`src/rtl/encoding_match_defs.svh`:
```
/*
   constants for the encoding match decoder: word width, pattern table,
   hint space and field positions.
   assumes every pattern is 16 bits wide and packed low pattern first.
*/
`ifndef ENCODING_MATCH_DEFS_SVH
`define ENCODING_MATCH_DEFS_SVH

`define WORD_WIDTH      16                      // instruction word width
`define PAT_COUNT       4                       // number of encoding patterns
`define IDX_WIDTH       2                       // width of a pattern index

// packed pattern table, pattern p at bits [16*p +: 16]
`define PAT_FIXED_MASK  64'hFFC0_FF00_FE00_F000 // obligatory bit positions
`define PAT_FIXED_VAL   64'hBA00_4600_DE00_D000 // obligatory bit values
`define PAT_SB_MASK     64'h0030_0000_0000_0000 // should-be bit positions
`define PAT_SB_VAL      64'h0000_0000_0000_0000 // should-be bit values
`define PAT_NA_MASK     64'h0000_0000_0000_0E00 // not-applicable test bits
`define PAT_NA_VAL      64'h0000_0000_0000_0E00 // not-applicable test value
`define PAT_COND_USE    4'h3                    // pattern starts with a condition check
`define PAT_DUP_CHECK   4'h4                    // pattern has a duplicated field a
`define PAT_SPECIAL_A   4'h4                    // field a all ones is a special case

// hint space: words here with no pattern are no-operations
`define HINT_MASK       16'hFF00
`define HINT_VAL        16'hBF00

// field positions
`define FIELD_A_LO      0                       // field a, 4 bits
`define FIELD_A_W       4
`define FIELD_A_DUP_LO  4                       // second copy of field a
`define FIELD_B_LO      4                       // field b, 8 bits
`define FIELD_B_W       8
`define FIELD_A_SPECIAL 4'hF                    // value that triggers the special case

`define RESET_FIELD_A   4'h0
`define RESET_FIELD_B   8'h00

`endif

```
`src/rtl/encoding_match_pkg.sv`:
```
/*
   types shared by the decoder modules.
   assumes nothing of its surroundings.
*/
`default_nettype none

package encoding_match_pkg;

   // one classification per accepted word
   typedef enum logic [1:0]
   {
      class_valid,
      no_operation,
      reserved_trap_class,
      impl_free_result_class
   } decode_class_type;

endpackage

`default_nettype wire

```
`src/rtl/pattern_results_if.sv`:
```
/*
   per-pattern results passed from the pattern bank to the resolver.
   assumes both ends sit on the same clock; the bank is purely combinational.
*/
`include "encoding_match_defs.svh"
`default_nettype none

interface pattern_results_if;
   logic [`PAT_COUNT-1:0]                match;       // obligatory bits agree
   logic [`PAT_COUNT-1:0]                not_appl;    // pattern says it does not apply
   logic [`PAT_COUNT-1:0]                sb_bad;      // a should-be bit differs
   logic [`PAT_COUNT-1:0]                consistent;  // duplicated fields agree
   logic [`PAT_COUNT-1:0]                special;     // field decode hit a special case
   logic [`PAT_COUNT-1:0]                cond_use;    // pattern carries a condition check
   logic [`PAT_COUNT*`FIELD_A_W-1:0]     field_a;     // field a per pattern
   logic [`PAT_COUNT*`FIELD_B_W-1:0]     field_b;     // field b per pattern

   modport bank
   (
      output match, not_appl, sb_bad, consistent, special, cond_use, field_a, field_b
   );
   modport resolver
   (
      input  match, not_appl, sb_bad, consistent, special, cond_use, field_a, field_b
   );
endinterface

`default_nettype wire

```
`src/rtl/encoding_match_decoder.sv`:
```
/*
   instruction classification: matches a fetched word against the pattern
   table, resolves overlaps, applies the condition check and the should-be
   check, and hands one class plus fields to the execute datapath.
   assumes fetch holds word and word_valid for the accepting edge and the
   datapath supplies the condition result for the same word.
*/
`include "encoding_match_defs.svh"
`default_nettype none

module encoding_match_decoder
(
   input  wire logic                         clock,
   input  wire logic                         rst,
   input  wire logic                         word_valid,
   input  wire logic [`WORD_WIDTH-1:0]       word,
   input  wire logic                         cond_check_pass,
   output logic                              out_valid,
   output encoding_match_pkg::decode_class_type out_class,
   output logic                              out_exec_enable,
   output logic [`IDX_WIDTH-1:0]             out_pattern,
   output logic [`FIELD_A_W-1:0]             out_field_a,
   output logic [`FIELD_B_W-1:0]             out_field_b
);

   pattern_results_if res ();                // per-pattern results

   pattern_bank u_bank
   (
      .word (word),
      .res  (res)
   );

   logic                                     any_match;     // some pattern matched
   logic                                     in_hint;       // word lies in hint space
   logic                                     needs_cond;    // matched patterns carry a check
   logic [`PAT_COUNT-1:0]                    remaining;     // matches left after discards
   logic                                     one_left;      // exactly one survivor
   logic [`IDX_WIDTH-1:0]                    sel;           // index of the survivor
   encoding_match_pkg::decode_class_type     next_class;    // class for this word
   logic [`FIELD_A_W-1:0]                    next_field_a;  // fields of the survivor
   logic [`FIELD_B_W-1:0]                    next_field_b;

   assign any_match  = |res.match;
   assign in_hint    = (word & `HINT_MASK) == `HINT_VAL;
   assign needs_cond = |(res.match & res.cond_use);
   assign remaining  = res.match & ~res.not_appl;
   assign one_left   = $onehot(remaining);

   // pick the survivor; with several left the table is broken anyway
   always_comb
   begin
      sel = '0;
      for (int i = 0; i < `PAT_COUNT; i++)
      begin
         if (remaining[i])
         begin
            sel = i[`IDX_WIDTH-1:0];
         end
      end
   end

   // classification in step order; earlier steps win
   always_comb
   begin
      next_field_a = res.field_a[sel*`FIELD_A_W +: `FIELD_A_W];
      next_field_b = res.field_b[sel*`FIELD_B_W +: `FIELD_B_W];
      if (!any_match)
      begin
         // unmatched words: hints idle, everything else traps
         next_class = in_hint ? encoding_match_pkg::no_operation
                              : encoding_match_pkg::reserved_trap_class;
      end
      else if (needs_cond && !cond_check_pass)
      begin
         next_class = encoding_match_pkg::no_operation;
      end
      else if (!one_left)
      begin
         // overlap the table failed to resolve; treat as impl_free_result_class
         next_class = encoding_match_pkg::impl_free_result_class;
      end
      else if (res.special[sel] || !res.consistent[sel])
      begin
         next_class = encoding_match_pkg::impl_free_result_class;
      end
      else if (res.sb_bad[sel])
      begin
         // checked only once fields exist, still before execution
         next_class = encoding_match_pkg::impl_free_result_class;
      end
      else
      begin
         next_class = encoding_match_pkg::class_valid;
      end
   end

   // one result per accepted word, one cycle wide
   always_ff @(posedge clock)
   begin
      if (rst)
      begin
         out_valid <= 1'b0;
      end
      else
      begin
         out_valid <= word_valid;
      end
   end

   // class and pattern index; held between words
   always_ff @(posedge clock)
   begin
      if (rst)
      begin
         out_class   <= encoding_match_pkg::no_operation;
         out_pattern <= '0;
      end
      else if (word_valid)
      begin
         out_class   <= next_class;
         out_pattern <= sel;
      end
   end

   // fields and execute enable: anything but a valid class is blanked so
   // no partial decode leaks into the datapath
   always_ff @(posedge clock)
   begin
      if (rst)
      begin
         out_exec_enable <= 1'b0;
         out_field_a     <= `RESET_FIELD_A;
         out_field_b     <= `RESET_FIELD_B;
      end
      else if (word_valid && next_class == encoding_match_pkg::class_valid)
      begin
         out_exec_enable <= 1'b1;
         out_field_a     <= next_field_a;
         out_field_b     <= next_field_b;
      end
      else
      begin
         out_exec_enable <= 1'b0;
         out_field_a     <= `RESET_FIELD_A;
         out_field_b     <= `RESET_FIELD_B;
      end
   end

   // checks

   // field a and field b sit side by side in the low twelve word bits
   logic [`FIELD_B_W+`FIELD_A_W-1:0]         word_fields;   // fields as fetched
   assign word_fields = word[`FIELD_B_W+`FIELD_B_LO-1:0];
endmodule

`default_nettype wire

```
`src/rtl/pattern_bank.sv`:
```
/*
   compares one word against every encoding pattern in parallel and
   runs each pattern's field decoding independently.
   assumes the word is stable for the cycle; no state is held here.
*/
`include "encoding_match_defs.svh"
`default_nettype none

module pattern_bank
(
   input  wire logic [`WORD_WIDTH-1:0] word,
   pattern_results_if.bank             res
);

   localparam logic [`PAT_COUNT*`WORD_WIDTH-1:0] fixed_mask = `PAT_FIXED_MASK;
   localparam logic [`PAT_COUNT*`WORD_WIDTH-1:0] fixed_val  = `PAT_FIXED_VAL;
   localparam logic [`PAT_COUNT*`WORD_WIDTH-1:0] sb_mask    = `PAT_SB_MASK;
   localparam logic [`PAT_COUNT*`WORD_WIDTH-1:0] sb_val     = `PAT_SB_VAL;
   localparam logic [`PAT_COUNT*`WORD_WIDTH-1:0] na_mask    = `PAT_NA_MASK;
   localparam logic [`PAT_COUNT*`WORD_WIDTH-1:0] na_val     = `PAT_NA_VAL;
   localparam logic [`PAT_COUNT-1:0]             dup_check  = `PAT_DUP_CHECK;
   localparam logic [`PAT_COUNT-1:0]             special_a  = `PAT_SPECIAL_A;
   localparam logic [`PAT_COUNT-1:0]             cond_tab   = `PAT_COND_USE;

   logic [`FIELD_A_W-1:0] copy_a;      // field a as loaded from the word
   logic [`FIELD_A_W-1:0] copy_a_dup;  // second copy of field a

   assign copy_a     = word[`FIELD_A_LO +: `FIELD_A_W];
   assign copy_a_dup = word[`FIELD_A_DUP_LO +: `FIELD_A_W];

   // one slice per pattern; patterns never look at each other here
   genvar p;
   generate
      for (p = 0; p < `PAT_COUNT; p++)
      begin : g_pat
         // only obligatory bits decide a match
         assign res.match[p] = (word & fixed_mask[p*`WORD_WIDTH +: `WORD_WIDTH])
                               == fixed_val[p*`WORD_WIDTH +: `WORD_WIDTH];
         // should-be bits are noted, not used to reject
         assign res.sb_bad[p] = (word & sb_mask[p*`WORD_WIDTH +: `WORD_WIDTH])
                                != sb_val[p*`WORD_WIDTH +: `WORD_WIDTH];
         assign res.not_appl[p] = (na_mask[p*`WORD_WIDTH +: `WORD_WIDTH] != '0) &&
                                  ((word & na_mask[p*`WORD_WIDTH +: `WORD_WIDTH])
                                   == na_val[p*`WORD_WIDTH +: `WORD_WIDTH]);
         // duplicated field copies must agree where the pattern has them
         assign res.consistent[p] = !dup_check[p] || (copy_a == copy_a_dup);
         assign res.special[p]    = special_a[p] && (copy_a == `FIELD_A_SPECIAL);
         assign res.cond_use[p]   = cond_tab[p];
         // fields keep their own widths, loaded from their bit positions
         assign res.field_a[p*`FIELD_A_W +: `FIELD_A_W] = copy_a;
         assign res.field_b[p*`FIELD_B_W +: `FIELD_B_W] =
            word[`FIELD_B_LO +: `FIELD_B_W];
      end
   endgenerate

endmodule

`default_nettype wire

```
`config.mk`:
```
export PLATFORM = sky130hd
export DESIGN_NAME = encoding_match_decoder
export DESIGN_NICKNAME = d
export VERILOG_FILES = /design/src/rtl/encoding_match_pkg.sv /design/src/rtl/pattern_results_if.sv /design/src/rtl/encoding_match_decoder.sv /design/src/rtl/pattern_bank.sv
export VERILOG_INCLUDE_DIRS = /design/src /design/src/rtl
export SDC_FILE = /design/constraint.sdc
export NUM_CORES = 1
export LEC_CHECK = 0
export ABC_AREA = 1
export BUFFER_PORTS_ARGS = -buffer_cell sky130_fd_sc_hd__buf_2
export CAP_MARGIN = 5
export CORE_MARGIN = 5
export CORE_UTILIZATION = 45
export CTS_CLUSTER_DIAMETER = 40
export DETAILED_ROUTE_END_ITERATION = 8
export PLACE_DENSITY = 0.67
export SYNTH_ARGS = -nofsm -noshare
export SYNTH_HDL_FRONTEND = slang
export SYNTH_HIERARCHICAL = 1
export SYNTH_SLANG_ARGS = --single-unit
```
`constraint.sdc`:
```
create_clock -name clock -period 8.66 [get_ports clock]
set_clock_uncertainty 0.05 [all_clocks]
set_input_delay 1.299 -clock clock [delete_from_list [all_inputs] [get_ports clock]]
set_output_delay 1.299 -clock clock [all_outputs]
set_load 0.1 [all_outputs]
```
# Yosys cells after proc, flatten, opt, wreduce, memory -nomap -nowiden
# Index checks and enable logic that the tools add are counted.
[op_classes]
addsub = 3
n_lt_le_gt_ge = 1
n_eq_ne = 9
shifts = 2
muxes = 16
n_bitwise = 3
reduce_logical = 10
[ops]
columns = ["operator", "n"]
rows = [
  ["$shiftx A32 B6 Y8", 1],
  ["$mux W2", 8],
  ["$reduce_bool A16 Y1", 1],
  ["$shiftx A16 B5 Y4", 1],
  ["$eq A10 B10 Y1 const B", 1],
  ["$eq A4 B4 Y1 const B", 2],
  ["$eq A8 B7 Y1 const B", 1],
  ["$eq A8 B8 Y1 const B", 1],
  ["$eq A7 B7 Y1 const B", 1],
  ["$bmux W1 S2", 3],
  ["$mux W1", 5],
  ["$add A1 B1 Y2", 2],
  ["$and A4 B4 Y4", 1],
  ["$eq A4 B4 Y1", 1],
  ["$not A1 Y4", 1],
  ["$reduce_or A2 Y1", 2],
  ["$reduce_or A4 Y1", 1],
  ["$add A2 B2 Y3", 1],
  ["$eq A3 B1 Y1 const B", 1],
  ["$eq A3 B3 Y1 const B", 1],
  ["$lt A2 B3 Y1 const B", 1],
  ["$logic_and A1 B1 Y1", 2],
  ["$logic_not A1 Y1", 2],
  ["$logic_not A2 Y1", 1],
  ["other kinds (2)", 2],
]
[word_totals]
register_bits = 18
in_bits = 20
out_inout_bits = 18
wordCells = 50

# Depth between registers and ports, before layout
[logic_depth]
depth_word = 18
mapped_depth = 18
ltp_nobuf = 17

# Hierarchy
# Netlist, hierarchy kept.
[modules_own_cells]
columns = ["mod", "instances", "cells_each", "area_each_um2", "seq_area_each_um2"]
rows = [
  ["encoding_match_decoder", 1, 194, 1296.2, 360.3],
  ["pattern_bank", 1, 103, 651.9, 0.0],
]

# Least setup slack after synthesis
# No wires, ideal clock.
[synth_timing]
kind = "input to register"
from = "input word[13]"
to = "register out_field_a[3]"
setup_ps = 61
t_arrival_ps = 3876
required_time_ps = 8549
path_slack_ps = 4673
stages = 16
n_path_buf = 2
cell_sequence = "inv_1 nand2_1 nor2_2 and2_1 inv_2 nor2_4 clkbuf_1 fa_1 ha_1 ha_1 nor3b_1 nand3_1 a21oi_2 nand2_2 buf_12 nor2_4"
[synth_between]
word_cells_on_any_way = 35
classes_between = "add/sub (3); eq/ne (6); shift (1); mux (15); bitwise (2); reduce/logical (8)"
[synth_rtl]
columns = ["item", "line", "source"]
rows = [
  ["from (decl)", "encoding_match_decoder.sv:16", "input wire logic [`WORD_WIDTH-1:0] word,"],
  ["$eq A4 B4 Y1 (*)", "pattern_bank.sv:37", "assign res.match[p] = (word & fixed_mask[p*`WORD_WIDTH +: `WORD_WIDTH])"],
  ["via res.match[0]", "pattern_results_if.sv:9", "logic [`PAT_COUNT-1:0] match;"],
  ["$and A4 B4 Y4", "encoding_match_decoder.sv:47", "assign remaining = res.match & ~res.not_appl;"],
  ["$add A1 B1 Y2 (not written as such)", "encoding_match_decoder.sv:48", "assign one_left = $onehot(remaining);"],
  ["$add A2 B2 Y3 (not written as such)", "encoding_match_decoder.sv:48", ""],
  ["$eq A3 B1 Y1", "encoding_match_decoder.sv:48", ""],
  ["$mux W2", "encoding_match_decoder.sv:78", "else if (!one_left)"],
  ["$mux W2", "encoding_match_decoder.sv:74", "else if (needs_cond && !cond_check_pass)"],
  ["$mux W2 (*)", "encoding_match_decoder.sv:68", "if (!any_match)"],
  ["$logic_not A2 Y1 (*)", "encoding_match_decoder.sv:136", "else if (word_valid && next_class == encoding_match_pkg::class_valid)"],
  ["$logic_and A1 B1 Y1 (*)", "encoding_match_decoder.sv:136", ""],
  ["$not A1 Y1 (no source line) (*)", "n/a", ""],
  ["$reduce_or A2 Y1 (no source line) (*)", "n/a", ""],
  ["to (signal assigned)", "encoding_match_decoder.sv:133", "out_field_a <= `RESET_FIELD_A;"],
  ["to (signal assigned)", "encoding_match_decoder.sv:139", "out_field_a <= next_field_a;"],
  ["to (signal assigned)", "encoding_match_decoder.sv:145", "out_field_a <= `RESET_FIELD_A;"],
  ["to (decl)", "encoding_match_decoder.sv:22", "output logic [`FIELD_A_W-1:0] out_field_a,"],
]
# The timed path passes the listed nets; every way through them passes the cells marked *. The select of a mux whose other input is x is not followed.
# A chain may end at the register's enable or synchronous reset.

# Worst setup path in the final report
[layout_timing]
from = "input word[13]"
to = "register out_field_a[1]"
# Same word-level chain as after synthesis.

==> flow_metrics.tcl <==
set metrics [dict create \
    leakage_nw 0.919 \
    grt_first_pass_wirelength_mm 5.51 \
    postCtsSetupBuffers 0 \
    num_antenna_cells 0 \
    synth_most_common_cell "buf_4" \
    dr_total_vias 1424 \
    cp_top_family "simple AND/OR/NAND/NOR gates" \
    hold_viol 0 \
    dieArea_mm2 0.00574 \
    areaGrowthSynthToFinish_pct -8.67 \
    rows 24 \
    synth_compound_area_share_pct 13.0 \
    post_cts_resized 0 \
    cp_max_fo 14 \
    crit_arrival_ns 4.25 \
    path_class "input pin to register" \
    ys.warnings.count 6 \
    avgViaCountPerCell 4.28 \
    synth_seq_area_share_pct 18.5 \
    net-switching-power_w 0.0000585 \
    power_frac_clock_pct 35.7 \
    relSlewSlack_pct 35.6 \
    synth.area.mux_share_pct 0 \
    fp.dieW_um 75.8 \
    insertion_delay_ns 0.25 \
    slowest_stage "fa_1" \
    status "complete, no violations" \
    start_kind "input pin" \
    antenna_found_initial 0 \
    synth-async-reset-ratio_pct 0 \
    clockBufferDepth 2 \
    ys_top_cells_by_count "64 x buf_4, 43 x nand2_1, 40 x inv_1" \
    synth_top_area_share_pct 24.7 \
    fin_crit_sh_pct 47.6 \
    cts_max_level 1 \
    peakVddDrop_mv 0.0418 \
    n_fill_cell 464 \
    first_global_vias 1278 \
    port_buffers 37 \
    postPlaceCellArea_mm2 0.00172 \
    synth_area_per_cell_um2 6.56 \
    drive_gt1_share_pct 23.8 \
    start_util_pct 45.7 \
    rsz0062_at_grt "false" \
    drt_iter0_markers 77 \
    required_ns 8.79 \
    worstMarginPinSlew_ns 0.965 \
    root_buffer "clkbuf_8" \
    syn_inst 297 \
    track_usage_pct 12.2 \
    internal_power_w 0.000137 \
    grt_overflow 0 \
    synth_area_mm2 0.00195 \
    synth_xor_area_share_pct 0.899 \
    fin_nets 305 \
    cpMostUsedCell "ha_1" \
    die_h_um 75.8 \
    p_comb_share_pct 21.0 \
    synth-edff-count 0 \
    cts.sinks 18 \
    setup_viol 0 \
    critPathMaxStageDelay_ns 0.49 \
    routedWlPerCell_um 9.53 \
    maxSlewViolCount 0 \
    min_path_type "register to register" \
    powerDensity_mw_per_mm2 110 \
    drv_cap 0 \
    cp_num_buf_inv 3 \
    design_area_mm2 0.00178 \
    final_util_pct 41.7 \
    yosys.area_share.simple_pct 29.2 \
    cts_tree "done" \
    crit_chain "buf_2 -> inv_1 -> nand2_1 -> nor2_2 -> and2_1 -> inv_2 -> nor2_4 -> fa_1 -> ha_1 -> ha_1 -> nor3b_1 -> nand3_1 -> a21oi_2 -> nand2_2 -> nor2_1" \
    ys_top_cells_by_area "buf_4 25%, dfxtp_1 18%, nand2_1 8.3%" \
    drc 0 \
    total_power_w 0.000195 \
    core_mm2 0.00426 \
    antenna_left 0 \
    wl_mm 3.18 \
    yosys.area.top_type "buf_4" \
    post_cts_hold_buffer_count 0 \
    grt_max_degree 26 \
    ys.flop_type "dfxtp_1" \
    finalCriticalPeriod_ns 4.12 \
    synth_top_family_by_area "buffers and inverters" \
    yosysUniqueCellTypes 33 \
    sw_frac_of_total_pct 29.9 \
    ys_ff_latch 18 \
    io_pins 38 \
    first_pass_iters 4 \
    max_freq_mhz 243 \
    synthAdderAreaFrac_pct 2.31 \
    dpl.hpwl_mm 2.50 \
    end_kind "register" \
    p_seq_share_pct 43.3 \
    clk_pin_slew_ns 0.07 \
    setup_tns_ns 0 \
    cts_buffers 3 \
    place_congestion 0.835 \
]
-- through the flow --
step           instances  hold slack [ns]  setup WS, ns
6_report             333            0.415          4.54
3_3_place_gp         329            0.408          4.26
4_1_cts              333            0.421          4.51
5_1_grt              333            0.462          4.17
2_1_floorplan        311            0.849          4.67
3_5_place_dp         329            0.411          4.24
-- path summary, 6_finish.rpt --
kind         depth (start not counted)                   startpoint                     endpoint  slack (ns)
max                                 15                     word[13]    out_field_a[1]$_SDFF_PP0_        4.54
min                                  2    out_class[1]$_SDFFE_PP0P_    out_class[1]$_SDFFE_PP0P_        0.42
max reg2reg                          4  out_pattern[1]$_SDFFE_PP0P_  out_pattern[1]$_SDFFE_PP0P_        7.94
min reg2reg                          2    out_class[1]$_SDFFE_PP0P_    out_class[1]$_SDFFE_PP0P_        0.42
-- flip-flops by register name, summed over array words and instances (netlist names) --
register	cells
out_valid	1
out_field_a	4
out_exec_enable	1
out_class	2
out_pattern	2
out_field_b	8
-- cell usage in the layout, fill, tap and decap left out, drive strengths merged, types with 3 or more instances in the layout --
master / synthesis / routed
clkbuf: 3 / 4
buf: 68 / 37
nand2: 48 / 48
inv: 45 / 45
o21ai: 28 / 28
nor2: 51 / 51
a21oi: 3 / 3
nand3: 5 / 5
o211ai: 12 / 12
conb: 2 / 16
dfxtp: 18 / 18
-- cell families after synthesis --
family | count (synthesis)
buffers and inverters | 116
AND/OR/NAND/NOR | 113
AO/OA/AOI/OAI | 43
flip-flops | 18
adder cells (fa/ha/maj) | 3
XOR/XNOR | 2
other | 2
-- tightest hold or removal path, cell delays in order, from the launching register on --
cell and delay (ns):
dfxtp_1 0.31, nand2_1 0.06, a21oi_1 0.06
-- power groups by stage --
stage | Combinational (W) | Sequential [W] | Clock [W]
6_report | 0.0000410 | 0.0000846 | 0.0000697
5_1_grt | 0.0000465 | 0.0000848 | 0.0000743
4_1_cts | 0.0000413 | 0.0000846 | 0.0000723
3_5_place_dp | 0.0000412 | 0.0000866 | 0
3_3_place_gp | 0.0000408 | 0.0000866 | 0
2_1_floorplan | 0.0000390 | 0.0000967 | 0
-- layout make-up --
class	count	area (um^2)	area share [%]
Clock buffer	4	55.1	3.09
Inverter	45	169	9.49
Multi-Input combinational cell	177	945	53.1
Sequential cell	18	360	20.3
Tap cell	52	65.1	3.66
Timing Repair Buffer	37	185	10.4
-- routing by layer --
metal / up-vias / global-route usage, % / wire [um]
li1: 802 / - / -
met3: 4 / 1.32 / 118
met4: 0 / 5.83 / 60
met5: - / 0 / 0
met2: 20 / 21.1 / 1540
met1: 598 / 15.1 / 1460
Power figures use the tool's default switching activity.
